$ cat src/verilog/osc_pkg.sv
// constants for the oscillator select and calibration block
package osc_pkg;
  // clock and timing
  localparam int CLK_MHZ         = 200;
  localparam int LEAD_STEP_US    = 100;
  localparam int LEAD_STEP_CYC   = LEAD_STEP_US * CLK_MHZ;
  localparam int LEAD_W          = 17;
  // nominal fast ticks per slow period
  localparam int FAST_KHZ        = 4000;
  localparam int SLOW_KHZ        = 10;
  localparam int FAST_PER_SLOW   = FAST_KHZ / SLOW_KHZ;
  localparam int CAL_TOL         = 2;
  localparam int CAL_CNT_W       = 12;
  // register byte offsets
  localparam logic [7:0] CFG0_OFS  = 8'h00;
  localparam logic [7:0] CFG2_OFS  = 8'h08;
  localparam logic [7:0] CFG3_OFS  = 8'h0c;
  localparam logic [7:0] CFG13_OFS = 8'h34;
  localparam logic [7:0] STAT_OFS  = 8'h40;
  // field positions
  localparam int RC_SUPPLY_BIT = 0;
  localparam int AUTOCAL_BIT   = 3;
  localparam int START_LSB     = 17;
  localparam int START_MSB     = 19;
  localparam int HQ_SEL_BIT    = 0;
  localparam int LP_SEL_BIT    = 1;
  localparam int LCD_EN_BIT    = 2;
  // start-mode codes
  localparam logic [2:0] START_OFF  = 3'h0;
  localparam logic [2:0] START_ON   = 3'h1;
  localparam logic [2:0] GATE_FIRST = 3'h2;
  localparam logic [2:0] GATE_LAST  = 3'h5;
  // reset values
  localparam logic [2:0] START_RST = 3'h0;
  localparam logic [7:0] TRIM_RST  = 8'h80;
  // responses
  localparam logic [1:0] RESP_OKAY   = 2'h0;
  localparam logic [1:0] RESP_SLVERR = 2'h2;
  // fast clock sources
  typedef enum logic [1:0] {SRC_RES, SRC_HQ, SRC_LP} fast_src_t;
  typedef enum {ST_IDLE, ST_LEAD, ST_MEAS} meas_state_t;
endpackage

$ cat src/verilog/osc_ctl_if.sv
// links between the oscillator control and its timer and calibrator
`timescale 1ns/100ps
`default_nettype none
interface osc_ctl_if;
  import osc_pkg::*;
  logic              lead_start;
  logic [LEAD_W-1:0] lead_cycles;
  logic              lead_done;
  logic              cal_run;
  logic              fast_tick;
  logic              slow_tick;
  logic [7:0]        trim;
  modport ctl (output lead_start, lead_cycles, cal_run, fast_tick, slow_tick,
               input lead_done, trim);
  modport tmr (input lead_start, lead_cycles, output lead_done);
  modport cal (input cal_run, fast_tick, slow_tick, output trim);
endinterface
`default_nettype wire

$ cat src/verilog/osc_select_ctl.sv
// oscillator select, gated start and slow clock calibration control
// Operation
// - slow oscillator stays on always; it times stretched modes and range one.
// - fast clock times measurements, and cycle time when neither stretched nor range one.
// - start-mode bits 19:17 of config 3: code 0 off, code 1 always on.
// - codes 2 to 5 start measuring 100, 200, 300, 400 us after power-up.
// - codes 6 and 7 are reserved; fast oscillator stays off.
// - gated modes power the oscillator for lead time plus measurement only.
// - high-quality RC select in config 13 replaces the ceramic resonator.
// - low-power RC select in config 13 clocks from that source unless high-quality RC is also selected.
// - auto-calibration bit 3 of config 2 trims slow against fast clock.
// - slow clock drives conversion counter and stretched cycle time.
// - a display driver clock is derived from the slow oscillator.
//
// Local design decisions: the placing of the registers and the AXI4-Lite slave port.
`timescale 1ns/100ps
`default_nettype none
module osc_select_ctl
  import osc_pkg::*;
#(
  parameter int LEAD_STEP_CYCLES = LEAD_STEP_CYC
) (
  // clock and reset
  input  wire logic        aclk,
  input  wire logic        aresetn,
  // axi4-lite write address and data
  input  wire logic [7:0]  s_axi_awaddr,
  input  wire logic        s_axi_awvalid,
  output logic             s_axi_awready,
  input  wire logic [31:0] s_axi_wdata,
  input  wire logic [3:0]  s_axi_wstrb,
  input  wire logic        s_axi_wvalid,
  output logic             s_axi_wready,
  // axi4-lite write response
  output logic [1:0]       s_axi_bresp,
  output logic             s_axi_bvalid,
  input  wire logic        s_axi_bready,
  // axi4-lite read
  input  wire logic [7:0]  s_axi_araddr,
  input  wire logic        s_axi_arvalid,
  output logic             s_axi_arready,
  output logic [31:0]      s_axi_rdata,
  output logic [1:0]       s_axi_rresp,
  output logic             s_axi_rvalid,
  input  wire logic        s_axi_rready,
  // oscillator strobes, one cycle per oscillator period
  input  wire logic        slow_tick,
  input  wire logic        fast_tick,
  // converter handshake
  input  wire logic        meas_req,
  input  wire logic        meas_done,
  input  wire logic        stretched_mode,
  input  wire logic        range1_mode,
  output logic             meas_start,
  // oscillator controls
  output logic             slow_osc_en,
  output logic             res_drv_en,
  output logic             hq_rc_en,
  output logic             hq_rc_supply,
  output logic             lp_rc_en,
  output logic [7:0]       slow_trim,
  // derived clocks
  output logic             cycle_use_slow,
  output logic             conv_tick,
  output logic             lcd_clk
);
  osc_ctl_if ci ();

  // configuration
  logic        rc_supply_reg;
  logic        slow_osc_autocal_en_reg;
  logic [2:0]  start_mode_reg;
  logic        hq_rc_select_reg;
  logic        lp_rc_select_reg;
  logic        lcd_en_reg;
  // bus state
  logic        bvalid_reg;
  logic [1:0]  bresp_reg;
  logic        rvalid_reg;
  logic [31:0] rdata_reg;
  logic [1:0]  rresp_reg;
  // control state
  meas_state_t state_reg;
  meas_state_t state_next;
  logic        fast_on_reg;
  logic        meas_start_reg;
  logic        res_reg;
  logic        hq_reg;
  logic        lp_reg;
  logic        use_slow_reg;
  logic        conv_reg;
  logic        lcd_reg;
  logic [31:0] wmask;

  wire        rsv_mode = start_mode_reg > GATE_LAST;
  wire [1:0]  src_code = hq_rc_select_reg ? 2'(SRC_HQ) :
                         lp_rc_select_reg ? 2'(SRC_LP) : 2'(SRC_RES);

  function automatic logic [31:0] reg_word(input logic [7:0] a);
    logic [31:0] w;
    w = '0;
    case (a)
      CFG0_OFS:  w[RC_SUPPLY_BIT] = rc_supply_reg;
      CFG2_OFS:  w[AUTOCAL_BIT] = slow_osc_autocal_en_reg;
      CFG3_OFS:  w[START_MSB:START_LSB] = start_mode_reg;
      CFG13_OFS: w[LCD_EN_BIT:HQ_SEL_BIT] = {lcd_en_reg, lp_rc_select_reg, hq_rc_select_reg};
      STAT_OFS:  w = {16'h0, ci.trim, 2'h0, use_slow_reg, rsv_mode,
                      (state_reg != ST_IDLE), fast_on_reg, src_code};
      default:   w = '0;
    endcase
    return w;
  endfunction

  genvar gi;
  generate
    for (gi = 0; gi < 4; gi++) begin : g_mask
      assign wmask[8*gi +: 8] = {8{s_axi_wstrb[gi]}};
    end
  endgenerate

  // decode
  wire        wr_go    = s_axi_awvalid && s_axi_wvalid && !bvalid_reg;
  wire        rd_go    = s_axi_arvalid && !rvalid_reg;
  wire        wr_hit   = s_axi_awaddr == CFG0_OFS || s_axi_awaddr == CFG2_OFS
                      || s_axi_awaddr == CFG3_OFS || s_axi_awaddr == CFG13_OFS;
  wire        rd_hit   = s_axi_araddr == CFG0_OFS || s_axi_araddr == CFG2_OFS
                      || s_axi_araddr == CFG3_OFS || s_axi_araddr == CFG13_OFS
                      || s_axi_araddr == STAT_OFS;
  wire [31:0] wr_word  = (reg_word(s_axi_awaddr) & ~wmask) | (s_axi_wdata & wmask);
  wire        gated    = start_mode_reg >= GATE_FIRST && start_mode_reg <= GATE_LAST;
  wire        lead_go  = state_reg == ST_IDLE && meas_req && gated;
  wire        fast_next = (start_mode_reg == START_ON) || (gated && state_next != ST_IDLE);
  wire [31:0] lead_prod = 32'(start_mode_reg - 3'h1) * 32'(LEAD_STEP_CYCLES);

  assign s_axi_awready = wr_go;
  assign s_axi_wready  = wr_go;
  assign s_axi_bvalid  = bvalid_reg;
  assign s_axi_bresp   = bresp_reg;
  assign s_axi_arready = rd_go;
  assign s_axi_rvalid  = rvalid_reg;
  assign s_axi_rdata   = rdata_reg;
  assign s_axi_rresp   = rresp_reg;

  // bus handshake
  always_ff @(posedge aclk) begin
    if (!aresetn) begin
      bvalid_reg <= 1'b0;
      bresp_reg  <= RESP_OKAY;
      rvalid_reg <= 1'b0;
      rdata_reg  <= '0;
      rresp_reg  <= RESP_OKAY;
    end else begin
      if (wr_go) begin
        bvalid_reg <= 1'b1;
        bresp_reg  <= wr_hit ? RESP_OKAY : RESP_SLVERR;
      end else if (s_axi_bready) begin
        bvalid_reg <= 1'b0;
      end
      if (rd_go) begin
        rvalid_reg <= 1'b1;
        rdata_reg  <= reg_word(s_axi_araddr);
        rresp_reg  <= rd_hit ? RESP_OKAY : RESP_SLVERR;
      end else if (s_axi_rready) begin
        rvalid_reg <= 1'b0;
      end
    end
  end

  // configuration writes
  always_ff @(posedge aclk) begin
    if (!aresetn) begin
      rc_supply_reg           <= 1'b0;
      slow_osc_autocal_en_reg <= 1'b0;
      start_mode_reg          <= START_RST;
      hq_rc_select_reg        <= 1'b0;
      lp_rc_select_reg        <= 1'b0;
      lcd_en_reg              <= 1'b0;
    end else if (wr_go) begin
      case (s_axi_awaddr)
        CFG0_OFS:  rc_supply_reg <= wr_word[RC_SUPPLY_BIT];
        CFG2_OFS:  slow_osc_autocal_en_reg <= wr_word[AUTOCAL_BIT];
        CFG3_OFS:  start_mode_reg <= wr_word[START_MSB:START_LSB];
        CFG13_OFS: begin
          hq_rc_select_reg <= wr_word[HQ_SEL_BIT];
          lp_rc_select_reg <= wr_word[LP_SEL_BIT];
          lcd_en_reg       <= wr_word[LCD_EN_BIT];
        end
        default: ;
      endcase
    end
  end

  // measurement sequencing
  always_comb begin
    state_next = state_reg;
    case (state_reg)
      ST_IDLE: begin
        if (meas_req) begin
          state_next = gated ? ST_LEAD : ST_MEAS;
        end
      end
      ST_LEAD: begin
        if (ci.lead_done) begin
          state_next = ST_MEAS;
        end
      end
      ST_MEAS: begin
        if (meas_done) begin
          state_next = ST_IDLE;
        end
      end
      default: state_next = ST_IDLE;
    endcase
  end

  assign ci.lead_start  = lead_go;
  assign ci.lead_cycles = lead_prod[LEAD_W-1:0];
  assign ci.cal_run     = slow_osc_autocal_en_reg && fast_on_reg;
  assign ci.fast_tick   = fast_tick;
  assign ci.slow_tick   = slow_tick;

  always_ff @(posedge aclk) begin
    if (!aresetn) begin
      state_reg      <= ST_IDLE;
      meas_start_reg <= 1'b0;
      fast_on_reg    <= 1'b0;
      res_reg        <= 1'b0;
      hq_reg         <= 1'b0;
      lp_reg         <= 1'b0;
    end else begin
      state_reg      <= state_next;
      meas_start_reg <= state_reg != ST_MEAS && state_next == ST_MEAS;
      fast_on_reg    <= fast_next;
      res_reg        <= fast_next && src_code == 2'(SRC_RES);
      hq_reg         <= fast_next && src_code == 2'(SRC_HQ);
      lp_reg         <= fast_next && src_code == 2'(SRC_LP);
    end
  end

  // slow clock derived outputs
  always_ff @(posedge aclk) begin
    if (!aresetn) begin
      use_slow_reg <= 1'b0;
      conv_reg     <= 1'b0;
      lcd_reg      <= 1'b0;
    end else begin
      use_slow_reg <= stretched_mode || range1_mode;
      conv_reg     <= slow_tick;
      if (!lcd_en_reg) begin
        lcd_reg <= 1'b0;
      end else if (slow_tick) begin
        lcd_reg <= !lcd_reg;
      end
    end
  end

  lead_timer u_lead (
    .aclk    (aclk),
    .aresetn (aresetn),
    .tl      (ci.tmr)
  );

  slow_cal u_cal (
    .aclk    (aclk),
    .aresetn (aresetn),
    .cl      (ci.cal)
  );

  // the slow oscillator is never gated
  assign slow_osc_en    = 1'b1;
  assign meas_start     = meas_start_reg;
  assign res_drv_en     = res_reg;
  assign hq_rc_en       = hq_reg;
  assign lp_rc_en       = lp_reg;
  assign hq_rc_supply   = rc_supply_reg;
  assign slow_trim      = ci.trim;
  assign cycle_use_slow = use_slow_reg;
  assign conv_tick      = conv_reg;
  assign lcd_clk        = lcd_reg;
endmodule
`default_nettype wire

$ cat src/verilog/lead_timer.sv
// lead delay counter between oscillator power-up and measurement start
`timescale 1ns/100ps
`default_nettype none
module lead_timer
  import osc_pkg::*;
(
  // clock and reset
  input  wire logic aclk,
  input  wire logic aresetn,
  // control link
  osc_ctl_if.tmr    tl
);
  logic [LEAD_W-1:0] cnt_reg;
  logic              run_reg;
  logic [LEAD_W-1:0] elapsed_reg;
  logic [LEAD_W-1:0] load_reg;

  assign tl.lead_done = run_reg && (cnt_reg == LEAD_W'(1));

  always_ff @(posedge aclk) begin
    if (!aresetn) begin
      cnt_reg <= '0;
      run_reg <= 1'b0;
    end else if (tl.lead_start) begin
      cnt_reg <= tl.lead_cycles;
      run_reg <= 1'b1;
    end else if (run_reg) begin
      cnt_reg <= cnt_reg - LEAD_W'(1);
      run_reg <= (cnt_reg != LEAD_W'(1));
    end
  end

  // helper for checking the delay length
  always_ff @(posedge aclk) begin
    if (!aresetn) begin
      elapsed_reg <= '0;
      load_reg    <= '0;
    end else if (tl.lead_start) begin
      elapsed_reg <= LEAD_W'(1);
      load_reg    <= tl.lead_cycles;
    end else if (run_reg) begin
      elapsed_reg <= elapsed_reg + LEAD_W'(1);
    end
  end
endmodule
`default_nettype wire

$ cat src/verilog/slow_cal.sv
// trims the slow oscillator by counting fast ticks per slow period
`timescale 1ns/100ps
`default_nettype none
module slow_cal
  import osc_pkg::*;
(
  // clock and reset
  input  wire logic aclk,
  input  wire logic aresetn,
  // control link
  osc_ctl_if.cal    cl
);
  logic [CAL_CNT_W-1:0] cnt_reg;
  logic                 armed_reg;
  logic [7:0]           trim_reg;
  wire                  too_slow = cnt_reg > CAL_CNT_W'(FAST_PER_SLOW + CAL_TOL);
  wire                  too_fast = cnt_reg < CAL_CNT_W'(FAST_PER_SLOW - CAL_TOL);
  wire                  judge    = cl.cal_run && cl.slow_tick && armed_reg;

  assign cl.trim = trim_reg;

  // first slow period after enabling is partial, so it only arms
  always_ff @(posedge aclk) begin
    if (!aresetn || !cl.cal_run) begin
      cnt_reg   <= '0;
      armed_reg <= 1'b0;
    end else if (cl.slow_tick) begin
      cnt_reg   <= '0;
      armed_reg <= 1'b1;
    end else if (cl.fast_tick && !(&cnt_reg)) begin
      cnt_reg <= cnt_reg + CAL_CNT_W'(1);
    end
  end

  always_ff @(posedge aclk) begin
    if (!aresetn) begin
      trim_reg <= TRIM_RST;
    end else if (judge && too_slow && trim_reg != 8'hff) begin
      trim_reg <= trim_reg + 8'h01;
    end else if (judge && too_fast && trim_reg != 8'h00) begin
      trim_reg <= trim_reg - 8'h01;
    end
  end
endmodule
`default_nettype wire

$ cat config.mk
export PLATFORM = sky130hd
export DESIGN_NAME = osc_select_ctl
export DESIGN_NICKNAME = d
export VERILOG_FILES = /design/src/verilog/osc_pkg.sv /design/src/verilog/osc_ctl_if.sv /design/src/verilog/osc_select_ctl.sv /design/src/verilog/lead_timer.sv /design/src/verilog/slow_cal.sv
export SDC_FILE = /design/constraint.sdc
export NUM_CORES = 1
export LEC_CHECK = 0
export ABC_AREA = 1
export BUFFER_PORTS_ARGS = -buffer_cell sky130_fd_sc_hd__buf_2
export CORE_MARGIN = 2
export CORE_UTILIZATION = 45
export DETAILED_ROUTE_END_ITERATION = 10
export GPL_TIMING_DRIVEN = 0
export HOLD_SLACK_MARGIN = 0.06
export PLACE_DENSITY = 0.68
export SLEW_MARGIN = 20
export SYNTH_ARGS = -nofsm -noshare
export SYNTH_HDL_FRONTEND = slang
export SYNTH_HIERARCHICAL = 1
export SYNTH_SLANG_ARGS = --single-unit
$ cat constraint.sdc
create_clock -name aclk -period 3.77 [get_ports aclk]
set_input_delay 0.1885 -clock aclk [delete_from_list [all_inputs] [get_ports aclk]]
set_output_delay 0.1885 -clock aclk [all_outputs]
set_load 0.02 [all_outputs]
### Word level (Yosys, flattened, before mapping)

Index checks and enable logic that the tools add are counted.

* flip-flop bits (word level): 113
* input bits: 65
* output and inout bits: 58
* logic and storage cells: 145

* $add $sub $neg: 5
* multiply operators: 1
* magnitude comparators: 5
* eq/ne operators: 18
* multiplexer cells: 29
* bitwise operators: 5
* reduce and logical (&&, ||, !) cells: 56

Operators with widths (number)
* $mux W32: 3
* $pmux W32 S3: 1
* $logic_not A32 Y1: 2
* $reduce_bool A32 Y1: 2
* $and A20 B20 Y20: 2
* $mux W17: 2
* $eq A32 B1 Y1 const B: 1
* $eq A32 B2 Y1 const B: 1
* $eq A32 B3 Y1 const B: 1
* $eq A8 B4 Y1 const B: 4
* $mul A32 B10 Y12 const B: 1
* $ne A32 B3 Y1 const B: 1
* $mux W12: 2
* $logic_and A1 B1 Y1: 20
* $not A20 Y20: 1
* $or A20 B20 Y20: 1
* $eq A17 B1 Y1 const B: 1
* $ne A17 B1 Y1 const B: 1
* $sub A17 B1 Y17 const B: 1
* $eq A8 B6 Y1 const B: 2
* $eq A8 B7 Y1 const B: 2
* $logic_not A8 Y1: 2
* $mux W8: 2
* $add A12 B1 Y12 const B: 1
* 27 further kinds: 62

### Depth between registers and ports, before layout

* depth after elaboration: 9
* mapped depth: 19

### Cells and area by module

The synthesis kept the hierarchy.

Modules (own cells, without submodules)
* osc_select_ctl: times used 1, cells each 423, area each 3417.0 sq um, sequential area each 1381.3 sq um
* slow_cal: times used 1, cells each 219, area each 1426.4 sq um, sequential area each 420.4 sq um
* lead_timer: times used 1, cells each 191, area each 1286.2 sq um, sequential area each 360.3 sq um

### Least setup slack after synthesis

Ideal clock, no wire load.

* path kind: reg2reg
* from: register start_mode_reg[2]
* to: register u_lead.cnt_reg[15]
* setup time: 135 ps
* arrival: 3748 ps
* data required time: 3635 ps
* slack: -113 ps
* stages on the path, launching flop included: 19
* buffers on the path: 1
* clock period less this slack: 3883 ps
* cells stage by stage: dfxtp_1 > buf_6 > inv_2 > nand2_1 > nor2_1 > fa_1 > ha_1 > ha_1 > ha_1 > ha_1 > a21oi_1 > inv_1 > a31oi_1 > nor2_1 > o21ai_0 > nand2_1 > xor2_1 > a22oi_2 > a21oi_1

RTL lines
* from (decl): RTL line osc_select_ctl.sv:72 `logic [2:0] start_mode_reg;`
* from (signal assigned): RTL line osc_select_ctl.sv:182 `CFG3_OFS: start_mode_reg <= wr_word[START_MSB:START_LSB];`
* $sub A3 B1 Y4: RTL line osc_select_ctl.sv:133 `wire [31:0] lead_prod = 32'(start_mode_reg - 3'h1) * 32'(LEAD_STEP_CYCLES);`
* $mul A32 B10 Y12: RTL line osc_select_ctl.sv:133
* net lead_prod[15]: RTL line osc_select_ctl.sv:133
* $mux W17: RTL line lead_timer.sv:24 `end else if (tl.lead_start) begin`
* to (signal assigned): RTL line lead_timer.sv:25 `cnt_reg <= tl.lead_cycles;`
* to (signal assigned): RTL line lead_timer.sv:28 `cnt_reg <= cnt_reg - LEAD_W'(1);`
* to (decl): RTL line lead_timer.sv:13 `logic [LEAD_W-1:0] cnt_reg;`

The timed path passes the listed nets, and every way through them passes these cells.
A chain may end at the register's enable or synchronous reset.

### Worst setup path in the final report

* from: register start_mode_reg[0]
* to: register u_lead.cnt_reg[16]

The elaborated chain is that of the path after synthesis.

==> run_results.csv <==
group,metric,value,unit
route,wl_per_cell,12.13,um
global_routing,overflow,0,
worst_hold_path,min_path_type,"input pin to register",
synth,synthArstFlopShare,0,
synth,ys_seq_elements,108,
cts,cts_buffer_depth,2,
setup_path,start_kind,"register",
timing,setup_violations,0,
synth,synth_area,6130,um2
global_routing,track_usage,0.2007,
power,p_per_area,325.3,nW/um2
route,drc,0,
cts,cts.sinks,108,
die,io_pins,123,
synth,synth.area.top_cells,"dfxtp_1 35%, nand2_1 10%, ha_1 6.1%",
timing,holdWs,78.96,ps
synth,synth_top_family_by_area,"simple AND/OR/NAND/NOR gates",
die,coreArea,13300,um2
die,fp-row-count,42,
synth,synth_most_common_cell,"nand2_1",
global_routing,antenna_found_initial,0,
synth,synth_cells,833,
timing,slew_headroom,0.6187,
timing,max_freq,273.9,MHz
timing,finalHoldViolCount,0,
timing,max_slew.worst_pin.slew,571.9,ps
route,vias,5428,
synth,ys.warnings.count,6,
synth,synthXorXnorAreaFrac,0.03838,
cts,cts_tree,"yes",
setup_path,path_max_fanout,8,
synth,synth_ff_type,"dfxtp_1",
die,dieArea,14570,um2
die,start_util,0.4610,
synth,synth_cell_types,52,
cells_and_area,diodes,0,
timing,finalMaxSlewViolations,0,
placed_design,dp_hpwl,10.68,mm
timing,post-route-min-period,3651,ps
global_routing,grt_pass1_wl,23.38,mm
route,wirelength,14.08,mm
synth,yosys.area_share.adder,0.08083,
power,total_power,2.424,mW
placed_design,place_congestion,0.8380,
setup_path,worstPathRequired,3980,ps
cts,clockRootBuffer,"clkbuf_16",
route,ant_nets,0,
setup_path,arrival,3860,ps
power,vdd_drop_max,0.1995,mV
synth,synth_largest_area_cell,"dfxtp_1",
route,drtPass1Iterations,4,
cells_and_area,final_layout_size_suffix_gt1_frac,0.2154,
die,die_y,120.7,um
synth,synth_top_cell_area_share,0.3527,
synth,ys_seq_area_frac,0.3527,
synth,synth_edf_count,0,
synth,synthTopCellsByCount,"167 x nand2_1, 108 x dfxtp_1, 99 x inv_1, 99 x nor2_1, 58 x a21oi_1",
timing,fin_crit_sh,0.9686,
synth,synthSimpleGateAreaFrac,0.2874,
run_status,outcome,"finished clean",
cells_and_area,layout.nets,1080,
synth,synth_compound_area_frac,0.1290,
setup_path,critical_path_class,"register to register",
route,via_per_inst,4.679,
cts,numCtsBuffers,9,
synth,muxShareOfSynthArea,0,
route,drt-initial-drc-count,271,
die,die_w,120.7,um
cts,clk_pin_slew,70,ps
timing,clock_skew,6.260,ps
cts,htree_levels,3,
power,power.leakage,3.476,nW
flow_run,drv_cap,0,
cells_and_area,areaGrowthSynthToFinish,21.56,%
cells_and_area,largest_register_ff_count,32,
global_routing,grt_pass1_vias,4983,
placed_design,place.port_buffers,77,
global_routing,grt_start_max_net_pins,19,
synth,synth.avg_cell_area,7.358,um2
cts,clk_latency,350,ps
setup_path,critPathCaptureType,"register",
==> per-layer routing <==
layer / up-vias / part of all wire / global-route usage
li1: 2897 / - / -
met1: 2415 / 0.47 / 0.2669
met2: 103 / 0.47 / 0.3280
met3: 13 / 0.049 / 0.05047
met4: 0 / 0.011 / 0.04578
met5: - / 0 / 0
==> final timing paths <==
kind                                   startpoint                 end  depth (start not counted)  slack [ps]
worst min register to register     s_axi_bresp[1]      s_axi_bresp[1]                          2         470
worst min-delay path                 s_axi_rready        s_axi_rvalid                          4          80
worst max-delay path            start_mode_reg[0]  u_lead/cnt_reg[16]                         16         120
worst max register to register  start_mode_reg[0]  u_lead/cnt_reg[16]                         16         120
==> through the flow <==
stage / setup TNS, ps / std cells / utilization / worst slack, ps / area, um2
floorplan: 0 / 884 / - / 19.40 / 6342
global placement: -603.9 / 1137 / 0.5226 / -297.8 / 6948
detailed placement: -759.7 / 1137 / 0.5226 / -347.1 / 6948
CTS: 0 / 1158 / 0.5543 / 29.13 / 7370
global route: -27.67 / 1160 / 0.5604 / -27.30 / 7451
finish: 0 / 1160 / 0.5604 / 118.5 / 7451
==> where the power goes <==
group / total (mW) / switching [mW] / internal [mW]
Clock: 1.04 / 0.433 / 0.607
Sequential: 1.19 / 0.0158 / 1.17
Combinational: 0.195 / 0.127 / 0.0686
==> logic make-up (layout without fill, tap and decap cells) <==
group,Yosys count,in the layout
AND/OR/NAND/NOR,381,381
XOR/XNOR,26,26
adder cells (fa/ha/maj),36,36
AO/OA/AOI/OAI,133,133
other,2,53
buffers and inverters,147,247
flip-flops,108,108
==> worst max-delay path, cell delays in order, from the launching register on <==
cell      delay, ps
dfxtp_4         380
buf_8           140
inv_4            60
ha_4            170
xor2_2          180
fa_2            570
ha_4            220
ha_4            150
fa_1            430
ha_1            310
inv_1           130
o21bai_2        100
a21oi_2         150
o22ai_2         100
xor2_2          170
a22oi_2         180
a21oi_1          80
==> final cells by class <==
type                            count  area, um2
Tap cell                          176      220.2
Timing Repair Buffer               84      440.4
Clock inverter                      6      93.84
Clock buffer                       10      239.0
Sequential cell                   108       2167
Inverter                          110      415.4
Multi-Input combinational cell    629       3607
Fill cell                        1321       5844
Buffer                             37      267.8
==> cell usage in the layout, fill, tap and decap left out, types with 3 or more instances in the layout <==
cell       netlist  layout
nand2_1        167     167
dfxtp_1        108     106
nor2_1          99      98
inv_1           99      97
buf_2            1      78
a21oi_1         58      57
conb_1           2      53
nand3_1         47      47
o21ai_0         35      34
buf_4           23      29
ha_1            30      23
xor2_1          19      18
nor3_1          15      15
nor2_2          12      12
inv_2           10      11
nand2_2         11      11
o21ai_1          9      10
clkbuf_16        0       9
a22oi_2          8       8
clkbuf_1         7       7
nor2_4           6       7
ha_4             0       7
xnor2_1          6       6
fa_1             6       5
buf_6            5       4
nand3_2          4       4
a21oi_2          2       3
o211ai_1         3       3
or2_2            3       3
a22oi_1          3       3
==> repair_timing <==
action | CTS | global route
pin swaps | 5 | 5
cloned | 0 | 0
endpoints found under the setup margin | 4 | 2
hold buffers | 1 | 0
setup buffers | 4 | 2
gates resized for setup | 10 | 11
hold endpoints to repair | 1 | 0
No activity file was read; power rests on OpenSTA's default activity.
